[config.mk]
export PLATFORM = sky130hd
export DESIGN_NAME = tpm_matcher
export DESIGN_NICKNAME = d
export VERILOG_FILES = /design/src/tpm_pkg.sv /design/src/tpm_matcher.sv
export VERILOG_INCLUDE_DIRS = /design/src
export SDC_FILE = /design/constraint.sdc
export NUM_CORES = 1
export LEC_CHECK = 0
export ABC_CLOCK_PERIOD_IN_PS = 3760
export BUFFER_PORTS_ARGS = -buffer_cell sky130_fd_sc_hd__buf_4
export CAP_MARGIN = 20
export CORE_AREA = 5 5 399 401
export CTS_CLUSTER_DIAMETER = 60
export DETAILED_ROUTE_END_ITERATION = 16
export DIE_AREA = 0 0 404 406
export SYNTH_ARGS = -nofsm -noshare
export SYNTH_HDL_FRONTEND = slang
export SYNTH_SLANG_ARGS = --single-unit
export TNS_END_PERCENT = 50
[constraint.sdc]
create_clock -name clk -period 3.76 [get_ports clk]
set_clock_uncertainty 0.05 [all_clocks]
set_input_delay 1.128 -clock clk [delete_from_list [all_inputs] [get_ports clk]]
set_output_delay 1.128 -clock clk [all_outputs]
set_load 0.1 [all_outputs]
[src/tpm_cfg.svh]
// Constants for the trace pattern matcher: field positions and qualifier codes.
// Assumes inclusion by the package and the matcher module only.
`ifndef TPM_CFG_SVH
`define TPM_CFG_SVH
// Captured state field positions
`define TPM_ADDR_LO 0
`define TPM_ADDR_HI 23
`define TPM_STAT_LO 24
`define TPM_STAT_HI 31
`define TPM_DATA_LO 32
`define TPM_DATA_HI 47
// Status qualifier codes: value and care mask, bit 0 is status bit 24
`define TPM_QUAL_BYTE_VAL 8'h01
`define TPM_QUAL_BYTE_MSK 8'h01
`define TPM_QUAL_WORD_VAL 8'h00
`define TPM_QUAL_WORD_MSK 8'h01
`define TPM_QUAL_WRITE_VAL 8'h00
`define TPM_QUAL_WRITE_MSK 8'h02
`endif

[src/tpm_pkg.sv]
// Types for the trace pattern matcher.
// Assumes tpm_cfg.svh is on the include path.
`include "tpm_cfg.svh"
package tpm_pkg;
    // Status qualifier selection for a pattern's status field
    typedef enum logic [1:0] {
        TPM_QUAL_USER = 2'h0,
        TPM_QUAL_BYTE = 2'h1,
        TPM_QUAL_WORD = 2'h2,
        TPM_QUAL_WRITE = 2'h3
    } tpm_qual_e;
    // Label selectors for the range resource
    typedef enum logic [1:0] {
        TPM_LBL_ADDR = 2'h0,
        TPM_LBL_DATA = 2'h1,
        TPM_LBL_STAT = 2'h2,
        TPM_LBL_XBIT = 2'h3
    } tpm_lbl_e;
    // One pattern resource's programmed values and care masks
    typedef struct packed {
        logic not_eq_sel;
        logic [23:0] addr_val;
        logic [23:0] addr_msk;
        logic [15:0] data_val;
        logic [15:0] data_msk;
        logic [7:0] stat_val;
        logic [7:0] stat_msk;
        tpm_qual_e stat_qual;
        logic [15:0] xbit_val;
        logic [15:0] xbit_msk;
        logic [47:0] user_val;
        logic [47:0] user_msk;
    } tpm_pat_s;
    // Range resource
    typedef struct packed {
        tpm_lbl_e label;
        logic [23:0] lo_bound;
        logic [23:0] hi_bound;
    } tpm_rng_s;
endpackage : tpm_pkg
[src/tpm_matcher.sv]
// Trace pattern matcher: compares each captured bus state with patterns and a range.
// Assumes configuration inputs are held stable by the sequencer while tracing.
//
// Summary of operation
// - Each pattern selects equal or not-equal sense
// - Per-label comparisons are ANDed together
// - Address label is trace bits 0 to 23
// - Data label is trace bits 32 to 47
// - Status label is trace bits 24 to 31
// - External bits compared only when probe aligned, else ignored by patterns and never hit by the range
// - Range checks one label between two bounds
// - Byte, word, write status qualifiers built in
// - Qualifiers usable as any pattern's status value
// - User label compares a chosen trace bit group
// - Per-bit masks; all don't-care matches always with equal sense, never with not-equal sense
`include "tpm_cfg.svh"
module tpm_matcher #(
    parameter int NUM_PAT = 4,
    parameter int XBIT_W = 16
) (
    // Clock, reset, enable
    input wire logic clk,
    input wire logic srst,
    input wire logic clk_en,
    // Captured state
    input wire logic sample_vld,
    input wire logic [47:0] trace_state,
    input wire logic [XBIT_W-1:0] xbit_state,
    input wire logic xprobe_aligned,
    // Resource configuration
    input wire tpm_pkg::tpm_pat_s [NUM_PAT-1:0] pat_cfg,
    input wire tpm_pkg::tpm_rng_s rng_cfg,
    // Match flags
    output logic [NUM_PAT-1:0] pat_hit_ff,
    output logic rng_hit_ff,
    output logic hit_vld_ff
);
    // ****************************************
    // Elaboration checks
    // ****************************************
    // Refused at elaboration: the flag vector and the probe cast serve no other sizes
    if (NUM_PAT < 1 || NUM_PAT > 8) begin : g_bad_num_pat
        $error("NUM_PAT must be 1 to 8");
    end
    if (XBIT_W < 1 || XBIT_W > 16) begin : g_bad_xbit_w
        $error("XBIT_W must be 1 to 16");
    end

    // ****************************************
    // Comparison
    // ****************************************
    // Masked compare: a zero mask bit is don't-care
    function automatic logic masked_eq(input logic [47:0] a, input logic [47:0] v,
                                       input logic [47:0] m);
        masked_eq = ((a ^ v) & m) == 48'h0;
    endfunction : masked_eq

    logic [23:0] addr_f;
    logic [15:0] data_f;
    logic [7:0] stat_f;
    logic [15:0] xbit_f;
    assign addr_f = trace_state[`TPM_ADDR_HI:`TPM_ADDR_LO];
    assign data_f = trace_state[`TPM_DATA_HI:`TPM_DATA_LO];
    assign stat_f = trace_state[`TPM_STAT_HI:`TPM_STAT_LO];
    assign xbit_f = 16'(xbit_state);

    logic [NUM_PAT-1:0] nxt_pat_hit;
    logic nxt_rng_hit;

    // Per-pattern evaluation; qualifiers replace the user status value
    always_comb begin
        logic [7:0] sv;
        logic [7:0] sm;
        logic all_eq;
        sv = 8'h00;
        sm = 8'h00;
        all_eq = 1'b0;
        for (int i = 0; i < NUM_PAT; i++) begin
            case (pat_cfg[i].stat_qual)
                tpm_pkg::TPM_QUAL_BYTE: begin
                    sv = `TPM_QUAL_BYTE_VAL;
                    sm = `TPM_QUAL_BYTE_MSK;
                end
                tpm_pkg::TPM_QUAL_WORD: begin
                    sv = `TPM_QUAL_WORD_VAL;
                    sm = `TPM_QUAL_WORD_MSK;
                end
                tpm_pkg::TPM_QUAL_WRITE: begin
                    sv = `TPM_QUAL_WRITE_VAL;
                    sm = `TPM_QUAL_WRITE_MSK;
                end
                default: begin
                    sv = pat_cfg[i].stat_val;
                    sm = pat_cfg[i].stat_msk;
                end
            endcase
            all_eq = masked_eq({24'h0, addr_f}, {24'h0, pat_cfg[i].addr_val},
                               {24'h0, pat_cfg[i].addr_msk})
                   & masked_eq({32'h0, data_f}, {32'h0, pat_cfg[i].data_val},
                               {32'h0, pat_cfg[i].data_msk})
                   & masked_eq({40'h0, stat_f}, {40'h0, sv}, {40'h0, sm})
                   & masked_eq(trace_state, pat_cfg[i].user_val, pat_cfg[i].user_msk)
                   & (!xprobe_aligned |
                      masked_eq({32'h0, xbit_f}, {32'h0, pat_cfg[i].xbit_val},
                                {32'h0, pat_cfg[i].xbit_msk}));
            nxt_pat_hit[i] = all_eq ^ pat_cfg[i].not_eq_sel;
        end
    end

    // Range check on the selected label, bounds inclusive
    always_comb begin
        logic [23:0] v;
        v = 24'h0;
        case (rng_cfg.label)
            tpm_pkg::TPM_LBL_ADDR: v = addr_f;
            tpm_pkg::TPM_LBL_DATA: v = {8'h00, data_f};
            tpm_pkg::TPM_LBL_STAT: v = {16'h0000, stat_f};
            tpm_pkg::TPM_LBL_XBIT: v = {8'h00, xbit_f};
            default: v = addr_f;
        endcase
        // Without an aligned probe the external label never hits
        nxt_rng_hit = (v >= rng_cfg.lo_bound) && (v <= rng_cfg.hi_bound)
                    && (rng_cfg.label != tpm_pkg::TPM_LBL_XBIT || xprobe_aligned);
    end

    // ****************************************
    // Output registers
    // ****************************************
    // Flags are held between samples so the sequencer sees a stable level
    always_ff @(posedge clk) begin
        if (srst) begin
            pat_hit_ff <= '0;
            rng_hit_ff <= 1'b0;
        end else if (clk_en && sample_vld) begin
            pat_hit_ff <= nxt_pat_hit;
            rng_hit_ff <= nxt_rng_hit;
        end
    end

    // Valid strobe, one cycle after a sample
    always_ff @(posedge clk) begin
        if (srst) begin
            hit_vld_ff <= 1'b0;
        end else if (clk_en) begin
            hit_vld_ff <= sample_vld;
        end
    end

    // ****************************************
    // Assertions
    // ****************************************
    property p_flag_lat;
        @(posedge clk) disable iff (srst)
        (!srst && clk_en && sample_vld) |=> (pat_hit_ff == $past(nxt_pat_hit) && hit_vld_ff);
    endproperty
    a_flag_lat: assert property (p_flag_lat) else $error("pattern flags late");

    property p_rng_lat;
        @(posedge clk) disable iff (srst)
        (!srst && clk_en && sample_vld) |=> rng_hit_ff == $past(nxt_rng_hit);
    endproperty
    a_rng_lat: assert property (p_rng_lat) else $error("range flag late");

    property p_vld_drop;
        @(posedge clk) disable iff (srst)
        (!srst && clk_en && !sample_vld) |=> !hit_vld_ff;
    endproperty
    a_vld_drop: assert property (p_vld_drop) else $error("valid without sample");

    property p_hold;
        @(posedge clk) disable iff (srst)
        (!srst && !(clk_en && sample_vld)) |=> $stable(pat_hit_ff) && $stable(rng_hit_ff);
    endproperty
    a_hold: assert property (p_hold) else $error("flags changed without sample");

    property p_xrng;
        @(posedge clk) disable iff (srst)
        (!srst && clk_en && sample_vld && !xprobe_aligned
         && rng_cfg.label == tpm_pkg::TPM_LBL_XBIT)
        |=> !rng_hit_ff;
    endproperty
    a_xrng: assert property (p_xrng) else $error("xbit range without probe");

    property p_rng_out;
        @(posedge clk) disable iff (srst)
        (!srst && clk_en && sample_vld && rng_cfg.label == tpm_pkg::TPM_LBL_ADDR
         && addr_f > rng_cfg.hi_bound) |=> !rng_hit_ff;
    endproperty
    a_rng_out: assert property (p_rng_out) else $error("range hit above bound");

    property p_rng_in;
        @(posedge clk) disable iff (srst)
        (!srst && clk_en && sample_vld && rng_cfg.label == tpm_pkg::TPM_LBL_ADDR
         && addr_f >= rng_cfg.lo_bound && addr_f <= rng_cfg.hi_bound) |=> rng_hit_ff;
    endproperty
    a_rng_in: assert property (p_rng_in) else $error("range miss inside bounds");

    property p_dontcare;
        @(posedge clk) disable iff (srst)
        (!srst && clk_en && sample_vld && pat_cfg[0].addr_msk == 24'h0
         && pat_cfg[0].data_msk == 16'h0
         && pat_cfg[0].stat_qual == tpm_pkg::TPM_QUAL_USER && pat_cfg[0].stat_msk == 8'h0
         && pat_cfg[0].user_msk == 48'h0 && !xprobe_aligned)
        |=> pat_hit_ff[0] == !$past(pat_cfg[0].not_eq_sel);
    endproperty
    a_dontcare: assert property (p_dontcare) else $error("all don't-care mismatch");

    property p_byte;
        @(posedge clk) disable iff (srst)
        (!srst && clk_en && sample_vld && pat_cfg[0].stat_qual == tpm_pkg::TPM_QUAL_BYTE
         && !pat_cfg[0].not_eq_sel && !stat_f[0]) |=> !pat_hit_ff[0];
    endproperty
    a_byte: assert property (p_byte) else $error("byte qualifier matched word");

    // Reset clears every flag on the next edge, whatever the enable does
    property p_reset;
        @(posedge clk)
        srst |=> (pat_hit_ff == '0 && !rng_hit_ff && !hit_vld_ff);
    endproperty
    a_reset: assert property (p_reset) else $error("flags not cleared by reset");

    // A low enable freezes the valid strobe as well as the flags
    property p_freeze;
        @(posedge clk) disable iff (srst)
        (!srst && !clk_en) |=> $stable(hit_vld_ff);
    endproperty
    a_freeze: assert property (p_freeze) else $error("valid moved while disabled");
endmodule : tpm_matcher

==> results.ini <==
[run_status]
status = finished, violations left
failed_checks = setup timing

[clocking]
tritoncts = built
clk_latency_ns = 0.24
htree_levels = 1
cts_inserted_buffers = 3
root_buffer = clkbuf_16
cts_hold_buf = 0
clk_pin_slew_worst_paths_ns = 0.04
post_cts_buffers = 0
clk_path_buf_depth = 2
cts.sinks = 6

[worst_setup_path]
worstPathMaxFanout = 13
cp_num_buf_inv = 1
path_cells = buf_12, xor2_1, a22oi_2, nand4_1, a2111o_1, or4_1, a311oi_1
cp.arrival_ns = 3.87
crit_family = compound AO/OA/AOI/OAI gates
max_stage_delay_ns = 0.73
endpoint_kind = flop
cp.required_ns = 3.86
cp-start-kind = input pin
cpMaxStageDelayCell = a2111o_1
critical_path_class = in2reg

[sta]
setup_ws_ns = -0.00773
slew_violations = 0
finalSetupViolCount = 1
rsz0062_at_grt = no
finalHoldViolations = 0
max-slew-margin-rel = 0.413
fmax_ghz = 0.265
min_period_over_period = 1.00
fin_tns_setup_ns = -0.00773
fin_crit_ns = 3.77
worstMarginPinSlew_ns = 0.878

[worst_hold_path]
min_path_type = reg2reg

[place]
portBuffers = 1032
globalplace.congestion = 0.903
dp_hpwl_um = 130000
pre_cts_ws_ns = -0.559

[die]
fp.dieH_um = 406
rows = 145
core_area_mm2 = 0.155
start_util = 0.0555
die_w_um = 404
die_area_mm2 = 0.164
io_pins = 1033

[global_route]
grt_usage = 0.164
grt_remaining_overflow = 0
grt_pass1_vias = 14800
grt_max_degree = 17
grt_first_pass_wirelength_um = 170000
antenna_found_initial = 46

[drt]
drc = 0
vias_per_cell = 3.34
drtIter0Drc = 1123
met3_length_um = 8660
met2_wirelength_um = 74900
ant_nets = 0
first_pass_iters = 5
vias = 14200
wl_met1_um = 55900
dr.max_layer_used = met5
totalWireLength_um = 144000
routedWlPerCell_um = 33.7

[yosys]
yosysUniqueCellTypes = 46
ys_warn_count = 0
synthesis.area_mm2 = 0.00862
synth_enable_flop_cells = 0
ys_ff_latch = 6
synth.most_common_cell = xor2_1
async_flop_share = 0
synthTopCellsByCount = xor2_1 (420), a22oi_1 (193), inv_1 (66)
syn_inst = 1097
postSynthAreaPerCell_um2 = 7.85
synth_seq_area_share = 0.0139
synth_top_area_frac = 0.427
synth.area.top_cells = xor2_1 (43%), a22oi_1 (17%), ha_1 (8.7%)
synthFlopType = dfxtp_1
yosysTopAreaCell = xor2_1
synth_nets = 2184

[layout]
syn_to_final_growth_pct = 133
nNetsFinal = 3282
fillers = 18000
drive_gt1_frac = 0.546
post-route-util = 0.129

[power]
power.total_mw = 2.93
leakage_nw = 9.56
power_density_mw_per_mm2 = 146
max-vdd-ir-drop_uv = 95.4

[run]
maxCapViolCount = 0

## worst register-to-register path, stage by stage, from the launching register on
cell and delay, ns:
dfxtp_1 0.36, a221oi_1 0.10, o21ai_0 0.11, a21oi_1 0.07, a2111oi_0 0.36
## power by group
part | total (mW) | switching [mW] | internal (mW)
registers | 0.0716 | 0.00396 | 0.0676
clock network | 0.194 | 0.0559 | 0.139
logic | 2.66 | 1.40 | 1.26
total | 2.93 | 1.46 | 1.47
## sequential cells by signal, indices dropped and copies added (netlist names)
name        cells
pat_hit_ff      4
hit_vld_ff      1
rng_hit_ff      1
## cell usage in the layout (no fill, tap or decap), types with 13 or more instances in the layout
| cell | synthesis | layout |
|---|---|---|
| nand4_1 | 59 | 59 |
| a31oi_1 | 14 | 14 |
| a21oi_1 | 13 | 13 |
| inv_1 | 66 | 66 |
| xor2_1 | 420 | 419 |
| diode_2 | 0 | 14 |
| o21ai_0 | 15 | 15 |
| a21o_1 | 13 | 13 |
| a22o_1 | 15 | 15 |
| buf_12 | 0 | 16 |
| ha_1 | 60 | 60 |
| nand2b_1 | 27 | 27 |
| a221oi_1 | 17 | 16 |
| buf_4 | 1 | 1138 |
| a22oi_1 | 193 | 189 |
## per-layer routing
layer / global-route usage / vias up
li1: - / 6245
met1: 0.189 / 6984
met2: 0.304 / 865
met3: 0.0358 / 133
met4: 0.0425 / 10
met5: 0.00773 / -
## path summary, 6_finish.rpt
check	start	to	slack, ns	cells after the start
worst min register to register	hit_vld_ff	hit_vld_ff	0.43	2
worst max-delay path	trace_state[24]	pat_hit_ff[0]	-0.008	7
worst min-delay path	hit_vld_ff	hit_vld_ff	0.43	2
worst max register to register	rng_hit_ff	rng_hit_ff	2.60	4
## through the flow
step	hold WS (ns)	std cells	cell area (um2)
after detailed placement	0.420	4250	19800
after global placement	0.415	4250	19800
final	0.427	4265	20100
after CTS	0.425	4253	20000
after floorplan	0.862	1097	8620
after global routing	0.447	4260	20000
## layout make-up
type,instances,area (um2),share of cell area
repair buffers,1164,8980,0.448
multi-input cells,954,8020,0.400
well taps,2058,2570,0.128
inverters,66,248,0.0124
flip-flops and latches,6,120,0.00599
clock buffers,3,75.1,0.00374
diodes,14,35.0,0.00175
## repair_timing
action                                  CTS  global route
pin swaps                                 2             6
resized for setup                        12            14
endpoints found under the setup margin    3             3
## cells by family after synthesis
kind of cell	after synthesis	synth area share
AOI/OAI and AO/OA	315	0.278
xor gates and xnor gates	420	0.427
adders and majority gates	60	0.0871
buffers and inverters	137	0.0649
DFF	6	0.0139
muxes	17	0.0325
and+or+nand+nor	142	0.0967
(Power assumes the default switching activity.)
